## src/hw/vdc_pkg.sv

```systemverilog
// Behaviour
// - Status bit 7 shows horizontal sync present.
// - Status bit 6 shows active horizontal sync source.
// - Status bit 5 shows input horizontal sync polarity.
// - Status bit 4 shows vertical sync present.
// - Status bit 3 shows active vertical sync source.
// - Status bit 2 shows output vertical polarity.
// - Status bit 1 shows green-channel sync present.
// - Status bit 0 shows PLL hold input polarity.
// - Output mode bit 7 selects dual channel.
// - Output mode bit 6 selects parallel output.
// - Output mode bit 5 picks first port.
// - Output mode bit 0 bypasses PLL clock.
// - Register zero reads fixed silicon revision.
// - Divider is high byte plus low nibble.
// - High byte waits until low register written.
// - High byte write alone keeps divider.
// - Divider resets to 1693.
// - Register three bits 7-6 select oscillator range.
// - Register three bits 5-3 select pump current.
// - Register four bits 7-3 set sampling phase.
package vdc_pkg;

  // Register offsets on the serial port.
  localparam logic [7:0] VDC_ADDR_REVISION = 8'h00;
  localparam logic [7:0] VDC_ADDR_DIV_HIGH = 8'h01;
  localparam logic [7:0] VDC_ADDR_DIV_LOW = 8'h02;
  localparam logic [7:0] VDC_ADDR_CLK_GEN = 8'h03;
  localparam logic [7:0] VDC_ADDR_PHASE = 8'h04;
  localparam logic [7:0] VDC_ADDR_STATUS = 8'h14;
  localparam logic [7:0] VDC_ADDR_OUT_MODE = 8'h15;
  localparam logic [7:0] VDC_ADDR_TEST_A = 8'h16;
  localparam logic [7:0] VDC_ADDR_TEST_B = 8'h17;
  localparam logic [7:0] VDC_ADDR_TEST_C = 8'h18;
  localparam logic [7:0] VDC_ADDR_TEST_D = 8'h19;

  // Values after reset.
  localparam logic [7:0] VDC_RST_DIV_HIGH = 8'h69;
  localparam logic [3:0] VDC_RST_DIV_LOW = 4'hD;
  localparam logic [1:0] VDC_RST_OSC_RANGE = 2'h1;
  localparam logic [2:0] VDC_RST_PUMP = 3'h1;
  localparam logic [4:0] VDC_RST_PHASE = 5'h10;
  localparam logic [7:0] VDC_RST_OUT_MODE = 8'hC6;
  localparam logic [7:0] VDC_RST_TEST_A = 8'hFF;
  localparam logic [4:0] VDC_RST_TEST_B = 5'h00;

  // Field positions in the output mode register.
  localparam int VDC_OM_DUAL = 7;
  localparam int VDC_OM_PARALLEL = 6;
  localparam int VDC_OM_PORT_B = 5;
  localparam int VDC_OM_FMT422 = 4;
  localparam int VDC_OM_MUX = 3;
  localparam int VDC_OM_BW_HI = 2;
  localparam int VDC_OM_BW_LO = 1;
  localparam int VDC_OM_EXT_CLK = 0;

  // Serial slave states, Gray coded along the write path.
  typedef enum logic [3:0] {
    VDC_IDLE = 4'h0,
    VDC_DEV = 4'h1,
    VDC_DEV_ACK = 4'h3,
    VDC_SUB = 4'h2,
    VDC_SUB_ACK = 4'h6,
    VDC_WR = 4'h7,
    VDC_WR_ACK = 4'h5,
    VDC_RD = 4'h4,
    VDC_RD_ACK = 4'hC
  } vdc_state_t;

endpackage

```

## src/hw/vdc_sync2.sv

```systemverilog
`timescale 1ns/1ps
// Two-stage synchroniser for signals from outside the clock domain.
module vdc_sync2 #(
  parameter int WIDTH = 1
) (
  input wire logic ref_clk_in, // Core clock.
  input wire logic resetn_in, // Asynchronous reset, active low.
  input wire logic [WIDTH-1:0] async_in, // Unsynchronised input.
  output logic [WIDTH-1:0] sync_out // Synchronised output.
);

  typedef struct packed {
    logic [WIDTH-1:0] meta;
    logic [WIDTH-1:0] stable;
  } vdc_sync_t;

  vdc_sync_t s_q;
  vdc_sync_t s_d;

  // Refuse a width that leaves nothing to carry.
  if (WIDTH < 1) begin : g_chk
    $error("vdc_sync2 needs WIDTH of at least one");
  end

  // The first stage feeds only the second stage.
  always_comb begin
    s_d.meta = async_in;
    s_d.stable = s_q.meta;
  end

  // Both stages clear on reset.
  always_ff @(posedge ref_clk_in or negedge resetn_in) begin
    if (!resetn_in) begin
      s_q <= '0;
    end else begin
      s_q <= s_d;
    end
  end

  assign sync_out = s_q.stable;

endmodule

```

## src/hw/vdc_div_stage.sv

```systemverilog
`timescale 1ns/1ps
// Holds the written high divider byte and the divider in use.
module vdc_div_stage (
  input wire logic ref_clk_in, // Core clock.
  input wire logic resetn_in, // Asynchronous reset, active low.
  input wire logic wr_high_in, // Write strobe for the high byte.
  input wire logic wr_low_in, // Write strobe for the low nibble.
  input wire logic [7:0] data_in, // Written byte.
  output logic [7:0] high_out, // Pending high byte, for read back.
  output logic [11:0] divider_out // Divider value in use.
);

  typedef struct packed {
    logic [7:0] pend;
    logic [11:0] active;
  } vdc_div_t;

  vdc_div_t s_q;
  vdc_div_t s_d;

  always_comb begin
    s_d = s_q;
    if (wr_high_in) begin
      s_d.pend = data_in;
    end
    if (wr_low_in) begin
      s_d.active = {s_q.pend, data_in[7:4]};
    end
  end

  always_ff @(posedge ref_clk_in or negedge resetn_in) begin
    if (!resetn_in) begin
      s_q.pend <= vdc_pkg::VDC_RST_DIV_HIGH;
      s_q.active <= {vdc_pkg::VDC_RST_DIV_HIGH, vdc_pkg::VDC_RST_DIV_LOW};
    end else begin
      s_q <= s_d;
    end
  end

  assign high_out = s_q.pend;
  assign divider_out = s_q.active;

endmodule

```

## src/hw/vdc_ctrl_regs.sv

```systemverilog
`timescale 1ns/1ps
// Control and status register bank of the video digitizer, reached over
// the 2-wire serial control port. The slave samples SDA on SCL rising
// edges and changes its own SDA drive only on SCL falling edges.
module vdc_ctrl_regs #(
  parameter logic [6:0] DEV_ADDR = 7'h4C, // Serial device address.
  parameter logic [7:0] SILICON_REV = 8'h5A // Arbitrary revision value.
) (
  input wire logic ref_clk_in, // Core clock, 40 MHz.
  input wire logic resetn_in, // Asynchronous reset, active low.
  input wire logic scl_in, // Serial clock pin.
  input wire logic sda_in, // Serial data pin level.
  output logic sda_out, // Serial data drive level.
  output logic sda_oe_out, // Serial data drive enable, high drives.
  input wire logic hsync_detect_in, // Horizontal sync present.
  input wire logic active_hsync_source_in, // Horizontal sync from green.
  input wire logic hsync_polarity_in, // Input horizontal sync high.
  input wire logic vsync_detect_in, // Vertical sync present.
  input wire logic active_vsync_source_in, // Vertical sync from separator.
  input wire logic vsync_out_polarity_in, // Output vertical sync low.
  input wire logic green_sync_detect_in, // Sync found on green.
  input wire logic pll_hold_polarity_in, // PLL hold input high.
  input wire logic [7:0] test_c_in, // Third test register value.
  input wire logic [7:0] test_d_in, // Fourth test register value.
  output logic [11:0] pixel_clock_divider_out, // Divider in use.
  output logic [1:0] oscillator_range_out, // Oscillator range code.
  output logic [2:0] pump_current_out, // Charge pump current code.
  output logic [4:0] sampling_phase_out, // Sampling phase step.
  output logic dual_channel_out, // Dual-channel output mode.
  output logic parallel_out, // Parallel output mode.
  output logic port_b_first_out, // First byte on port B.
  output logic format_422_out, // 4:2:2 output formatting.
  output logic input_mux_out, // Input mux control.
  output logic [1:0] input_bw_out, // Input bandwidth code.
  output logic pll_bypass_out, // External clock replaces PLL.
  output logic [7:0] test_a_out, // First test register.
  output logic [4:0] test_b_out // Second test register, bits 7-3.
);

  typedef struct packed {
    vdc_pkg::vdc_state_t st;
    logic [2:0] cnt;
    logic acked;
    logic rd_mode;
    logic [7:0] shift;
    logic [7:0] tx;
    logic oe;
    logic [7:0] ptr;
    logic scl_prev;
    logic sda_prev;
    logic [4:0] clk_gen;
    logic [4:0] phase;
    logic [7:0] out_mode;
    logic [7:0] test_a;
    logic [4:0] test_b;
  } vdc_state_s_t;

  vdc_state_s_t s_q;
  vdc_state_s_t s_d;

  logic scl_s;
  logic sda_s;
  logic [1:0] pins_inv_s;
  logic [23:0] stat_s;
  logic [7:0] status_byte;
  logic [7:0] div_high;
  logic [11:0] div_active;
  logic wr_high;
  logic wr_low;
  logic [7:0] wr_byte;
  logic rise;
  logic fall;
  logic start_cond;
  logic stop_cond;
  logic [7:0] rx_byte;

  // Bus pins pass two flip-flops inverted, so the cleared stages match the idle
  // high bus and no false clock edge is seen right after reset.
  vdc_sync2 #(
    .WIDTH(2)
  ) u_pin_sync (
    .ref_clk_in(ref_clk_in),
    .resetn_in(resetn_in),
    .async_in(~{scl_in, sda_in}),
    .sync_out(pins_inv_s)
  );

  // True pin levels again.
  assign scl_s = ~pins_inv_s[1];
  assign sda_s = ~pins_inv_s[0];

  // Status and test inputs come from the sync processing domain.
  vdc_sync2 #(
    .WIDTH(24)
  ) u_stat_sync (
    .ref_clk_in(ref_clk_in),
    .resetn_in(resetn_in),
    .async_in({hsync_detect_in, active_hsync_source_in, hsync_polarity_in,
               vsync_detect_in, active_vsync_source_in, vsync_out_polarity_in,
               green_sync_detect_in, pll_hold_polarity_in, test_c_in, test_d_in}),
    .sync_out(stat_s)
  );

  // The pending high byte and the applied divider live here.
  vdc_div_stage u_div (
    .ref_clk_in(ref_clk_in),
    .resetn_in(resetn_in),
    .wr_high_in(wr_high),
    .wr_low_in(wr_low),
    .data_in(wr_byte),
    .high_out(div_high),
    .divider_out(div_active)
  );

  assign status_byte = stat_s[23:16];

  // Bus events seen on the synchronised pins.
  assign rise = scl_s & ~s_q.scl_prev;
  assign fall = ~scl_s & s_q.scl_prev;
  assign start_cond = scl_s & s_q.scl_prev & s_q.sda_prev & ~sda_s;
  assign stop_cond = scl_s & s_q.scl_prev & ~s_q.sda_prev & sda_s;
  assign rx_byte = {s_q.shift[6:0], sda_s};

  // Read multiplexer; unmapped offsets read as zero.
  function automatic logic [7:0] rd_mux(input logic [7:0] addr,
                                        input vdc_state_s_t q,
                                        input logic [7:0] stat,
                                        input logic [7:0] dh,
                                        input logic [11:0] dv,
                                        input logic [15:0] tcd);
    logic [7:0] v;
    v = 8'h00;
    if (addr == vdc_pkg::VDC_ADDR_REVISION) begin
      v = SILICON_REV;
    end else if (addr == vdc_pkg::VDC_ADDR_DIV_HIGH) begin
      v = dh;
    end else if (addr == vdc_pkg::VDC_ADDR_DIV_LOW) begin
      v = {dv[3:0], 4'h0};
    end else if (addr == vdc_pkg::VDC_ADDR_CLK_GEN) begin
      v = {q.clk_gen, 3'h0};
    end else if (addr == vdc_pkg::VDC_ADDR_PHASE) begin
      v = {q.phase, 3'h0};
    end else if (addr == vdc_pkg::VDC_ADDR_STATUS) begin
      v = stat;
    end else if (addr == vdc_pkg::VDC_ADDR_OUT_MODE) begin
      v = q.out_mode;
    end else if (addr == vdc_pkg::VDC_ADDR_TEST_A) begin
      v = q.test_a;
    end else if (addr == vdc_pkg::VDC_ADDR_TEST_B) begin
      v = {q.test_b, 3'h0};
    end else if (addr == vdc_pkg::VDC_ADDR_TEST_C) begin
      v = tcd[15:8];
    end else if (addr == vdc_pkg::VDC_ADDR_TEST_D) begin
      v = tcd[7:0];
    end
    return v;
  endfunction

  // Serial slave state machine and register writes.
  always_comb begin
    logic [7:0] rd_now;
    rd_now = rd_mux(s_q.ptr, s_q, status_byte, div_high, div_active, stat_s[15:0]);
    s_d = s_q;
    s_d.scl_prev = scl_s;
    s_d.sda_prev = sda_s;
    wr_high = 1'b0;
    wr_low = 1'b0;
    wr_byte = rx_byte;
    if (stop_cond) begin
      s_d.st = vdc_pkg::VDC_IDLE;
      s_d.oe = 1'b0;
    end else if (start_cond) begin
      s_d.st = vdc_pkg::VDC_DEV;
      s_d.cnt = 3'h0;
      s_d.acked = 1'b0;
      s_d.oe = 1'b0;
    end else begin
      case (s_q.st)
        vdc_pkg::VDC_IDLE: begin
          s_d.oe = 1'b0;
        end
        vdc_pkg::VDC_DEV: begin
          if (rise) begin
            s_d.shift = rx_byte;
            s_d.cnt = s_q.cnt + 3'h1;
            if (s_q.cnt == 3'h7) begin
              s_d.acked = 1'b0;
              s_d.rd_mode = rx_byte[0];
              if (rx_byte[7:1] == DEV_ADDR) begin
                s_d.st = vdc_pkg::VDC_DEV_ACK;
              end else begin
                s_d.st = vdc_pkg::VDC_IDLE;
              end
            end
          end
        end
        vdc_pkg::VDC_DEV_ACK: begin
          if (fall && !s_q.acked) begin
            s_d.oe = 1'b1;
            s_d.acked = 1'b1;
          end else if (fall && s_q.rd_mode) begin
            s_d.st = vdc_pkg::VDC_RD;
            s_d.tx = {rd_now[6:0], 1'b0};
            s_d.oe = ~rd_now[7];
            s_d.cnt = 3'h0;
          end else if (fall) begin
            s_d.st = vdc_pkg::VDC_SUB;
            s_d.oe = 1'b0;
            s_d.cnt = 3'h0;
          end
        end
        vdc_pkg::VDC_SUB: begin
          if (rise) begin
            s_d.shift = rx_byte;
            s_d.cnt = s_q.cnt + 3'h1;
            if (s_q.cnt == 3'h7) begin
              s_d.ptr = rx_byte;
              s_d.acked = 1'b0;
              s_d.st = vdc_pkg::VDC_SUB_ACK;
            end
          end
        end
        vdc_pkg::VDC_SUB_ACK, vdc_pkg::VDC_WR_ACK: begin
          if (fall && !s_q.acked) begin
            s_d.oe = 1'b1;
            s_d.acked = 1'b1;
          end else if (fall) begin
            s_d.oe = 1'b0;
            s_d.cnt = 3'h0;
            s_d.st = vdc_pkg::VDC_WR;
          end
        end
        vdc_pkg::VDC_WR: begin
          if (rise) begin
            s_d.shift = rx_byte;
            s_d.cnt = s_q.cnt + 3'h1;
            if (s_q.cnt == 3'h7) begin
              s_d.acked = 1'b0;
              s_d.ptr = s_q.ptr + 8'h01;
              s_d.st = vdc_pkg::VDC_WR_ACK;
              if (s_q.ptr == vdc_pkg::VDC_ADDR_DIV_HIGH) begin
                wr_high = 1'b1;
              end else if (s_q.ptr == vdc_pkg::VDC_ADDR_DIV_LOW) begin
                wr_low = 1'b1;
              end else if (s_q.ptr == vdc_pkg::VDC_ADDR_CLK_GEN) begin
                s_d.clk_gen = rx_byte[7:3];
              end else if (s_q.ptr == vdc_pkg::VDC_ADDR_PHASE) begin
                s_d.phase = rx_byte[7:3];
              end else if (s_q.ptr == vdc_pkg::VDC_ADDR_OUT_MODE) begin
                s_d.out_mode = rx_byte;
              end else if (s_q.ptr == vdc_pkg::VDC_ADDR_TEST_A) begin
                s_d.test_a = rx_byte;
              end else if (s_q.ptr == vdc_pkg::VDC_ADDR_TEST_B) begin
                s_d.test_b = rx_byte[7:3];
              end
            end
          end
        end
        vdc_pkg::VDC_RD: begin
          if (fall) begin
            s_d.oe = ~s_q.tx[7];
            s_d.tx = {s_q.tx[6:0], 1'b0};
          end else if (rise) begin
            s_d.cnt = s_q.cnt + 3'h1;
            if (s_q.cnt == 3'h7) begin
              s_d.ptr = s_q.ptr + 8'h01;
              s_d.st = vdc_pkg::VDC_RD_ACK;
            end
          end
        end
        vdc_pkg::VDC_RD_ACK: begin
          if (fall) begin
            s_d.oe = 1'b0;
          end else if (rise && !sda_s) begin
            s_d.st = vdc_pkg::VDC_RD;
            s_d.tx = rd_now;
            s_d.cnt = 3'h0;
          end else if (rise) begin
            s_d.st = vdc_pkg::VDC_IDLE;
          end
        end
        default: begin
          s_d.st = vdc_pkg::VDC_IDLE;
          s_d.oe = 1'b0;
        end
      endcase
    end
  end

  always_ff @(posedge ref_clk_in or negedge resetn_in) begin
    if (!resetn_in) begin
      s_q.st <= vdc_pkg::VDC_IDLE;
      s_q.cnt <= 3'h0;
      s_q.acked <= 1'b0;
      s_q.rd_mode <= 1'b0;
      s_q.shift <= 8'h00;
      s_q.tx <= 8'h00;
      s_q.oe <= 1'b0;
      s_q.ptr <= 8'h00;
      s_q.scl_prev <= 1'b1;
      s_q.sda_prev <= 1'b1;
      s_q.clk_gen <= {vdc_pkg::VDC_RST_OSC_RANGE, vdc_pkg::VDC_RST_PUMP};
      s_q.phase <= vdc_pkg::VDC_RST_PHASE;
      s_q.out_mode <= vdc_pkg::VDC_RST_OUT_MODE;
      s_q.test_a <= vdc_pkg::VDC_RST_TEST_A;
      s_q.test_b <= vdc_pkg::VDC_RST_TEST_B;
    end else begin
      s_q <= s_d;
    end
  end

  // Open-drain data pin: only ever pulled low.
  assign sda_out = 1'b0;
  assign sda_oe_out = s_q.oe;

  // Configuration outputs straight from the register flip-flops.
  assign pixel_clock_divider_out = div_active;
  assign oscillator_range_out = s_q.clk_gen[4:3];
  assign pump_current_out = s_q.clk_gen[2:0];
  assign sampling_phase_out = s_q.phase;
  assign dual_channel_out = s_q.out_mode[vdc_pkg::VDC_OM_DUAL];
  assign parallel_out = s_q.out_mode[vdc_pkg::VDC_OM_PARALLEL];
  assign port_b_first_out = s_q.out_mode[vdc_pkg::VDC_OM_PORT_B];
  assign format_422_out = s_q.out_mode[vdc_pkg::VDC_OM_FMT422];
  assign input_mux_out = s_q.out_mode[vdc_pkg::VDC_OM_MUX];
  assign input_bw_out = s_q.out_mode[vdc_pkg::VDC_OM_BW_HI:vdc_pkg::VDC_OM_BW_LO];
  assign pll_bypass_out = s_q.out_mode[vdc_pkg::VDC_OM_EXT_CLK];
  assign test_a_out = s_q.test_a;
  assign test_b_out = s_q.test_b;

endmodule

```

## config.mk

```make
export PLATFORM = sky130hd
export DESIGN_NAME = vdc_ctrl_regs
export DESIGN_NICKNAME = d
export VERILOG_FILES = /design/src/hw/vdc_pkg.sv /design/src/hw/vdc_sync2.sv /design/src/hw/vdc_div_stage.sv /design/src/hw/vdc_ctrl_regs.sv
export SDC_FILE = /design/constraint.sdc
export NUM_CORES = 1
export LEC_CHECK = 0
export BUFFER_PORTS_ARGS = -buffer_cell sky130_fd_sc_hd__clkbuf_2
export CAP_MARGIN = 5
export CORE_MARGIN = 3
export CORE_UTILIZATION = 45
export CTS_CLUSTER_DIAMETER = 120
export CTS_CLUSTER_SIZE = 10
export DETAILED_ROUTE_END_ITERATION = 8
export GPL_TIMING_DRIVEN = 0
export HOLD_SLACK_MARGIN = 0.06
export MAX_ROUTING_LAYER = met4
export PLACE_DENSITY = 0.76
export SLEW_MARGIN = 20
export SYNTH_ARGS = -nofsm -noshare
export SYNTH_HDL_FRONTEND = slang
export SYNTH_SLANG_ARGS = --single-unit
```

## constraint.sdc

```tcl
create_clock -name ref_clk_in -period 6.2 [get_ports ref_clk_in]
set_clock_uncertainty 0.1 [all_clocks]
set_input_delay 1.24 -clock ref_clk_in [delete_from_list [all_inputs] [get_ports ref_clk_in]]
set_output_delay 1.24 -clock ref_clk_in [all_outputs]
set_load 0.01 [all_outputs]
```

Yosys cells after proc, flatten, opt, wreduce, memory -nomap -nowiden
Index checks and enable logic that the tools add are counted.

Bits in latches: 0. Bits in read-only memories: 0. Memories kept: 0. Memory bits (writable): 0. Logic and storage cells: 206. Input port bits: 28. Register bits: 138.

Add/subtract/negate cells: 2. Mux-type cells: 72. Divide/modulo/power cells: 0. Equality and inequality tests: 61. Bitwise operators: 22. Shift-type cells: 0. Multipliers: 0. Order comparisons: 0. Reduce and logical (&&, ||, !) cells: 28.

Operator list (number): 2-to-1 mux 8 bit (23); 2-to-1 mux 7 bit (9); != test 4 bit, second input constant (15); == test 8 x 5 -> 1 bit, second input constant (6); one-hot mux 8 bit (3 select lines) (2); != test 3 bit, second input constant (12); one-hot mux 4 bit (8 select lines) (1); 2-to-1 mux 4 bit (7); 2-to-1 mux 1 bit (21); one-hot mux 3 bit (7 select lines) (1); != test 2 bit, second input constant (9); 2-to-1 mux 17 bit (1); == test 4 x 3 -> 1 bit, second input constant (4); == test 8 x 2 -> 1 bit, second input constant (2); AND reduction 16 bit (1); AND reduction 8 bit (2); inverter 1 bit (14); one-hot mux 7 bit (2 select lines) (1); AND reduction 13 bit (1); AND reduction 12 bit (1); AND reduction 11 bit (1); != test 5 bit, second input constant (2); AND reduction 10 bit (1); AND reduction 5 bit (2); other kinds (32) (46).

Logic depth before layout (Yosys ltp)
Depth after elaboration: 18. Mapped depth: 10. Gate-level depth less buffers: 8.

By module
A second synthesis with hierarchy kept.

Cells, all modules: 637. Area total of the unflattened synthesis: 6819.0 sq um.

Modules (own cells, without submodules): vdc_ctrl_regs (seq. area each 1672.9 sq um, instances 1, area an instance 4718.3 sq um, cells each 543); vdc_sync2 (u_stat_sync) (seq. area each 1201.2 sq um, instances 1, area an instance 1201.2 sq um, cells each 48); vdc_div_stage (seq. area each 514.2 sq um, instances 1, area an instance 799.5 sq um, cells each 42); vdc_sync2 (u_pin_sync) (seq. area each 100.1 sq um, instances 1, area an instance 100.1 sq um, cells each 4).

Least setup slack after synthesis
OpenSTA, ideal clock, no wires.

Path type: flip-flop to flip-flop. From: register s_q[34] in the netlist's numbering. To: register u_div.s_q, in the netlist u_div.divider_out[11]. Clock period less this slack: 2580 ps. Slack: 3620 ps. Buffers on the path: 4. Stages on the path, launching flop included: 9. Data arrival time: 2355 ps. Data required time: 5975 ps. Cell sequence: dfrtp_1 -> inv_1 -> ha_1 -> clkbuf_1 -> clkbuf_1 -> clkbuf_1 -> nand4b_1 -> buf_1 -> mux2_2.

Word-level cells in the longest chain between the ends: 8. Elaborated cells on any way between the ends: 9. Those cells by class: 2 x eq/ne; 7 x mux.

Ends and longest elaborated chain: start, declared (line vdc_ctrl_regs.sv:58) `vdc_state_s_t s_q;`; == test 8 x 2 -> 1 bit (line vdc_ctrl_regs.sv:243) `end else if (s_q.ptr == vdc_pkg::VDC_ADDR_DIV_LOW) begin`; 2-to-1 mux 1 bit (line vdc_ctrl_regs.sv:243); 2-to-1 mux 1 bit (*) (line vdc_ctrl_regs.sv:241) `if (s_q.ptr == vdc_pkg::VDC_ADDR_DIV_HIGH) begin`; 2-to-1 mux 1 bit (*) (line vdc_ctrl_regs.sv:237) `if (s_q.cnt == 3'h7) begin`; 2-to-1 mux 1 bit (*) (line vdc_ctrl_regs.sv:234) `if (rise) begin`; 2-to-1 mux 1 bit (*) (line vdc_ctrl_regs.sv:178) `case (s_q.st)`; 2-to-1 mux 1 bit (*) (line vdc_ctrl_regs.sv:172) `end else if (start_cond) begin`; 2-to-1 mux 1 bit (*) (line vdc_ctrl_regs.sv:169) `if (stop_cond) begin`; end, declared (line vdc_div_stage.sv:18) `vdc_div_t s_q;`.

Every way passes the cells marked *; elsewhere a longest branch is shown, timed or not. A chain may end at the register's enable or synchronous reset.

Worst setup path after layout
From: register s_q[34] in the netlist's numbering. To: register u_div.s_q, in the netlist u_div.divider_out[5].

Same word-level chain as after synthesis.

==> results.txt <==
----------------------------------------------------
[Critical path]
  Crit path arrival time ... between 3000 and 4000 ps
  Cell seen most often among critical-path stages ... clkbuf_1
  Element type at the critical path start ... flop
  Master of the slowest instance on the critical path ... clkbuf_1
  Kind of critical path ... reg2reg
  End of the worst register-to-register path ... u_div.divider_out[5]$_DFFE_PN0P_
  Crit-path cells ... inv_1 > ha_1 > clkbuf_1 > clkbuf_1 > clkbuf_1 > nand4b_1 > buf_1 > mux2_2
  Crit-path leading delay family ... buffers and inverters
  Worst reg2reg startpoint ... s_q[34]$_DFFE_PN0P_
  Crit path max fanout ... 10
  R2R depth ... 8
  Critical path required time ... roughly 6400 ps
  Buffering stage count on the worst path with inverters included ... 5
  R2R Setup Slk ... between 2000 and 3000 ps
  Critical path's largest stage delay ... between 400 and 500 ps
  Kind of end point of the critical path ... flop

[Clocking]
  # resized after CTS ... 0
  Number of H-tree levels ... 4
  Buffer cell driving the clock tree root ... clkbuf_16
  Number of post-CTS setup repair buffers ... 0
  Inserted Clock Buffers ... 17
  Number of buffers inserted for hold repair after clock tree synthesis ... 0
  CTS tree ... built
  Worst-skew pair later-pin latency ... approximately 430 ps
  Sinks on Clock Net ... about 140
  Maximum number of buffers from clock root to sink ... 2
  Register clock-pin slew on the reported worst setup and hold paths ... about 60 ps

[Cells and area]
  Ratio of cells with drive above 1 in the final layout ... 0.316
  Number of nets in the final layout ... 740
  Post-synthesis to final-layout area growth ... 18.5%
  Post-layout instance count excluding filler cells ... roughly 900
  Filler cells ... 1181
  Number of antenna diodes ... 0

[Floorplanning]
  Width of the chip ... approximately 130 um
  Full die area ... ~16000 um^2
  Core area ... 14000 um^2
  Row cnt ... 43
  Effective utilization at floorplan ... 0.466
  Boundary pin count ... 73
  Die Y-Extent ... between 100 and 150 um

[Timing]
  Headroom to the max-slew limit ... 0.357
  Tmin final ... about 3400 ps
  Fin crit share ... 0.543
  Tightest Pin Transition ... between 900 and 1000 ps
  Endpoints failing setup ... 0
  Number of failing hold endpoints at the final stage ... 0
  Sum of negative setup slack ... 0 ps
  Achievable clock frequency ... 297 MHz
  Setup repair after global routing missed its margin ... no
  Post-route setup slack ... roughly 2800 ps
  Number of max-slew violations in the final report ... 0

[Hold path]
  Worst hold path endpoint ... u_stat_sync.sync_out[21]$_DFF_PN0_
  Worst Hold Launch ... u_stat_sync.s_d[21]$_DFF_PN0_
  HP Class ... reg2reg
  Worst Hold Depth ... 0

[Logic synthesis]
  Most common library cells after synthesis ... 110 x dfrtp_1, 67 x nand2_1, 52 x mux2_2
  Dominant cell by count in the synthesized netlist ... dfrtp_1
  Number of synthesis warnings ... 0
  Synth Area in Compound Gates ... 0.151
  Synth area leader ... dfrtp_1
  Share of synthesized area occupied by flip-flops and latches ... 0.533
  Dominant combinational cell family by area after synthesis ... compound AO/OA/AOI/OAI gates
  Synthesized net count ... around 650
  Yosys top cell area share ... 0.421
  Number of instances in the synthesized netlist ... 615
  Simple-gate area share of the yosys netlist ... 0.139
  Share of async-settable or async-resettable flops after synthesis ... 1.00
  Share of synthesized cell area in full adder, half adder and majority cells ... 0.0115
  Xor and xnor fraction of the mapped netlist area ... 0.00401
  Mapped Area ... 6550 um^2
  Post-synth EDFFs ... 0
  Multiplexer fraction of the synthesized cell area ... 0.0956
  Register bit total from synthesis ... ~140
  Top cells by area, synth ... dfrtp_1 42%, dfstp_2 11%, mux2_2 8.9%
  Average instance area after synthesis ... 10.6 um^2
  Primary FF master, synth ... dfrtp_1
  Number of different library cells in the post-synthesis netlist ... between 60 and 70

[Place]
  Worst slack at placement ... about 2900 ps
  GP Congestion ... ~0.9
  Count of port buffers added during placement ... 71
  Final HPWL DP ... 12400 um
  # placed instances ... between 800 and 900

[Global route]
  Largest net degree at the start of global routing ... between 80 and 90
  Vias in the first global route ... approximately 5000
  Global-route total usage across every layer ... 0.231
  First-pass GRT wire length ... 27900 um
  Overflow left after global routing ... 0
  Initial antenna violation count ... 0

[Power and ir drop]
  Total leakage power ... around 0.0035 uW
  Worst vdd rail ir drop ... approximately 220 uV
  Power density over cell area ... 279 nW/um^2

[Detailed routing]
  Number of vias per cell ... a little under 6
  Drt initial violations ... around 570
  Vias after detailed routing ... roughly 5200
  Detailed-routing iteration count for the pre-antenna-repair pass ... 5
  Antenna viol nets, final ... 0
  Wire per inst ... slightly below 20 um
  Total routed wirelength ... approximately 17000 um
  Residual DRC count ... 0

[Status]
  Outcome ... finished clean

[Job]
  Number of max-capacitance violations reported ... 0

----------------------------------------------------
state kept, by name, summed over array words and instances (netlist names), 5 cells and up:
register / cells
test_b_out: 5
u_div.high_out: 8
u_div.divider_out: 12
rx_byte: 7
sampling_phase_out: 5
u_stat_sync.s_d: 24
u_stat_sync.sync_out: 24
s_q: 27
test_a_out: 8
layout make-up:
type	instances	area (um^2)	share of cell area
Sequential cell	138	3490	0.450
Inverter	22	82.6	0.0107
Buffer	64	347	0.0447
Tap cell	180	225	0.0290
Timing Repair Buffer	72	392	0.0505
Clock buffer	20	447	0.0576
Multi-Input combinational cell	391	2630	0.340
Clock inverter	12	139	0.0179
report_power, final:
group	internal, uW	total, uW	switching, uW
registers	943	976	32.6
logic	59.3	182	122
clock network	607	1010	399
per-layer routing:
layer,wire [um],track usage,part of all wire
met5,0,-,0
met4,501,0.0940,0.029
met3,1220,0.0539,0.071
met2,8150,0.349,0.47
met1,7470,0.302,0.43
worst max-delay path by stage:
stage                        startpoint                                 to  slack, ps  cells after the start
floorplan           s_q[34]$_DFFE_PN0P_  u_div.divider_out[11]$_DFFE_PN0P_       3620                      8
global placement              resetn_in       u_stat_sync.s_d[3]$_DFF_PN0_       1750                      1
detailed placement  s_q[34]$_DFFE_PN0P_   u_div.divider_out[5]$_DFFE_PN0P_       2900                      8
CTS                 s_q[34]$_DFFE_PN0P_   u_div.divider_out[5]$_DFFE_PN0P_       2880                      8
global route        s_q[34]$_DFFE_PN0P_  u_div.divider_out[11]$_DFFE_PN0P_       2650                      8
finish              s_q[34]$_DFFE_PN0P_   u_div.divider_out[5]$_DFFE_PN0P_       2830                      8
cells in the final DEF (no fill, tap or decap), types with 6 or more instances in the layout:
master / n
a211oi_1: 9
a21oi_1: 29
a221o_1: 7
a31oi_1: 8
buf_2: 7
buf_4: 26
clkbuf_1: 29
clkbuf_16: 17
clkbuf_2: 70
dfrtp_1: 110
dfstp_2: 28
ha_1: 6
inv_1: 22
mux2_2: 52
nand2_1: 67
nand2b_1: 6
nand3_1: 15
nor2_1: 28
nor2b_1: 8
nor3_1: 7
o211ai_1: 6
o21ai_0: 37
o22ai_1: 8
through the flow:
stage	instance area, um^2	total power [uW]	hold WS (ps)	utilization
finish	7750	2160	247	0.552
global route	7750	2240	251	0.552
CTS	7750	2170	248	0.552
detailed placement	7160	1170	235	0.510
global placement	7130	1160	232	0.507
floorplan	6550	1080	231	-
cells by family after synthesis:
family          count (synthesis)
simple gates                  178
compound gates                147
flops                         138
buf+inv                        86
mux                            56
fa+ha+maj                       6
xor+xnor                        3
other cells                     1
Note: power is estimated with default switching activity, not from simulation.
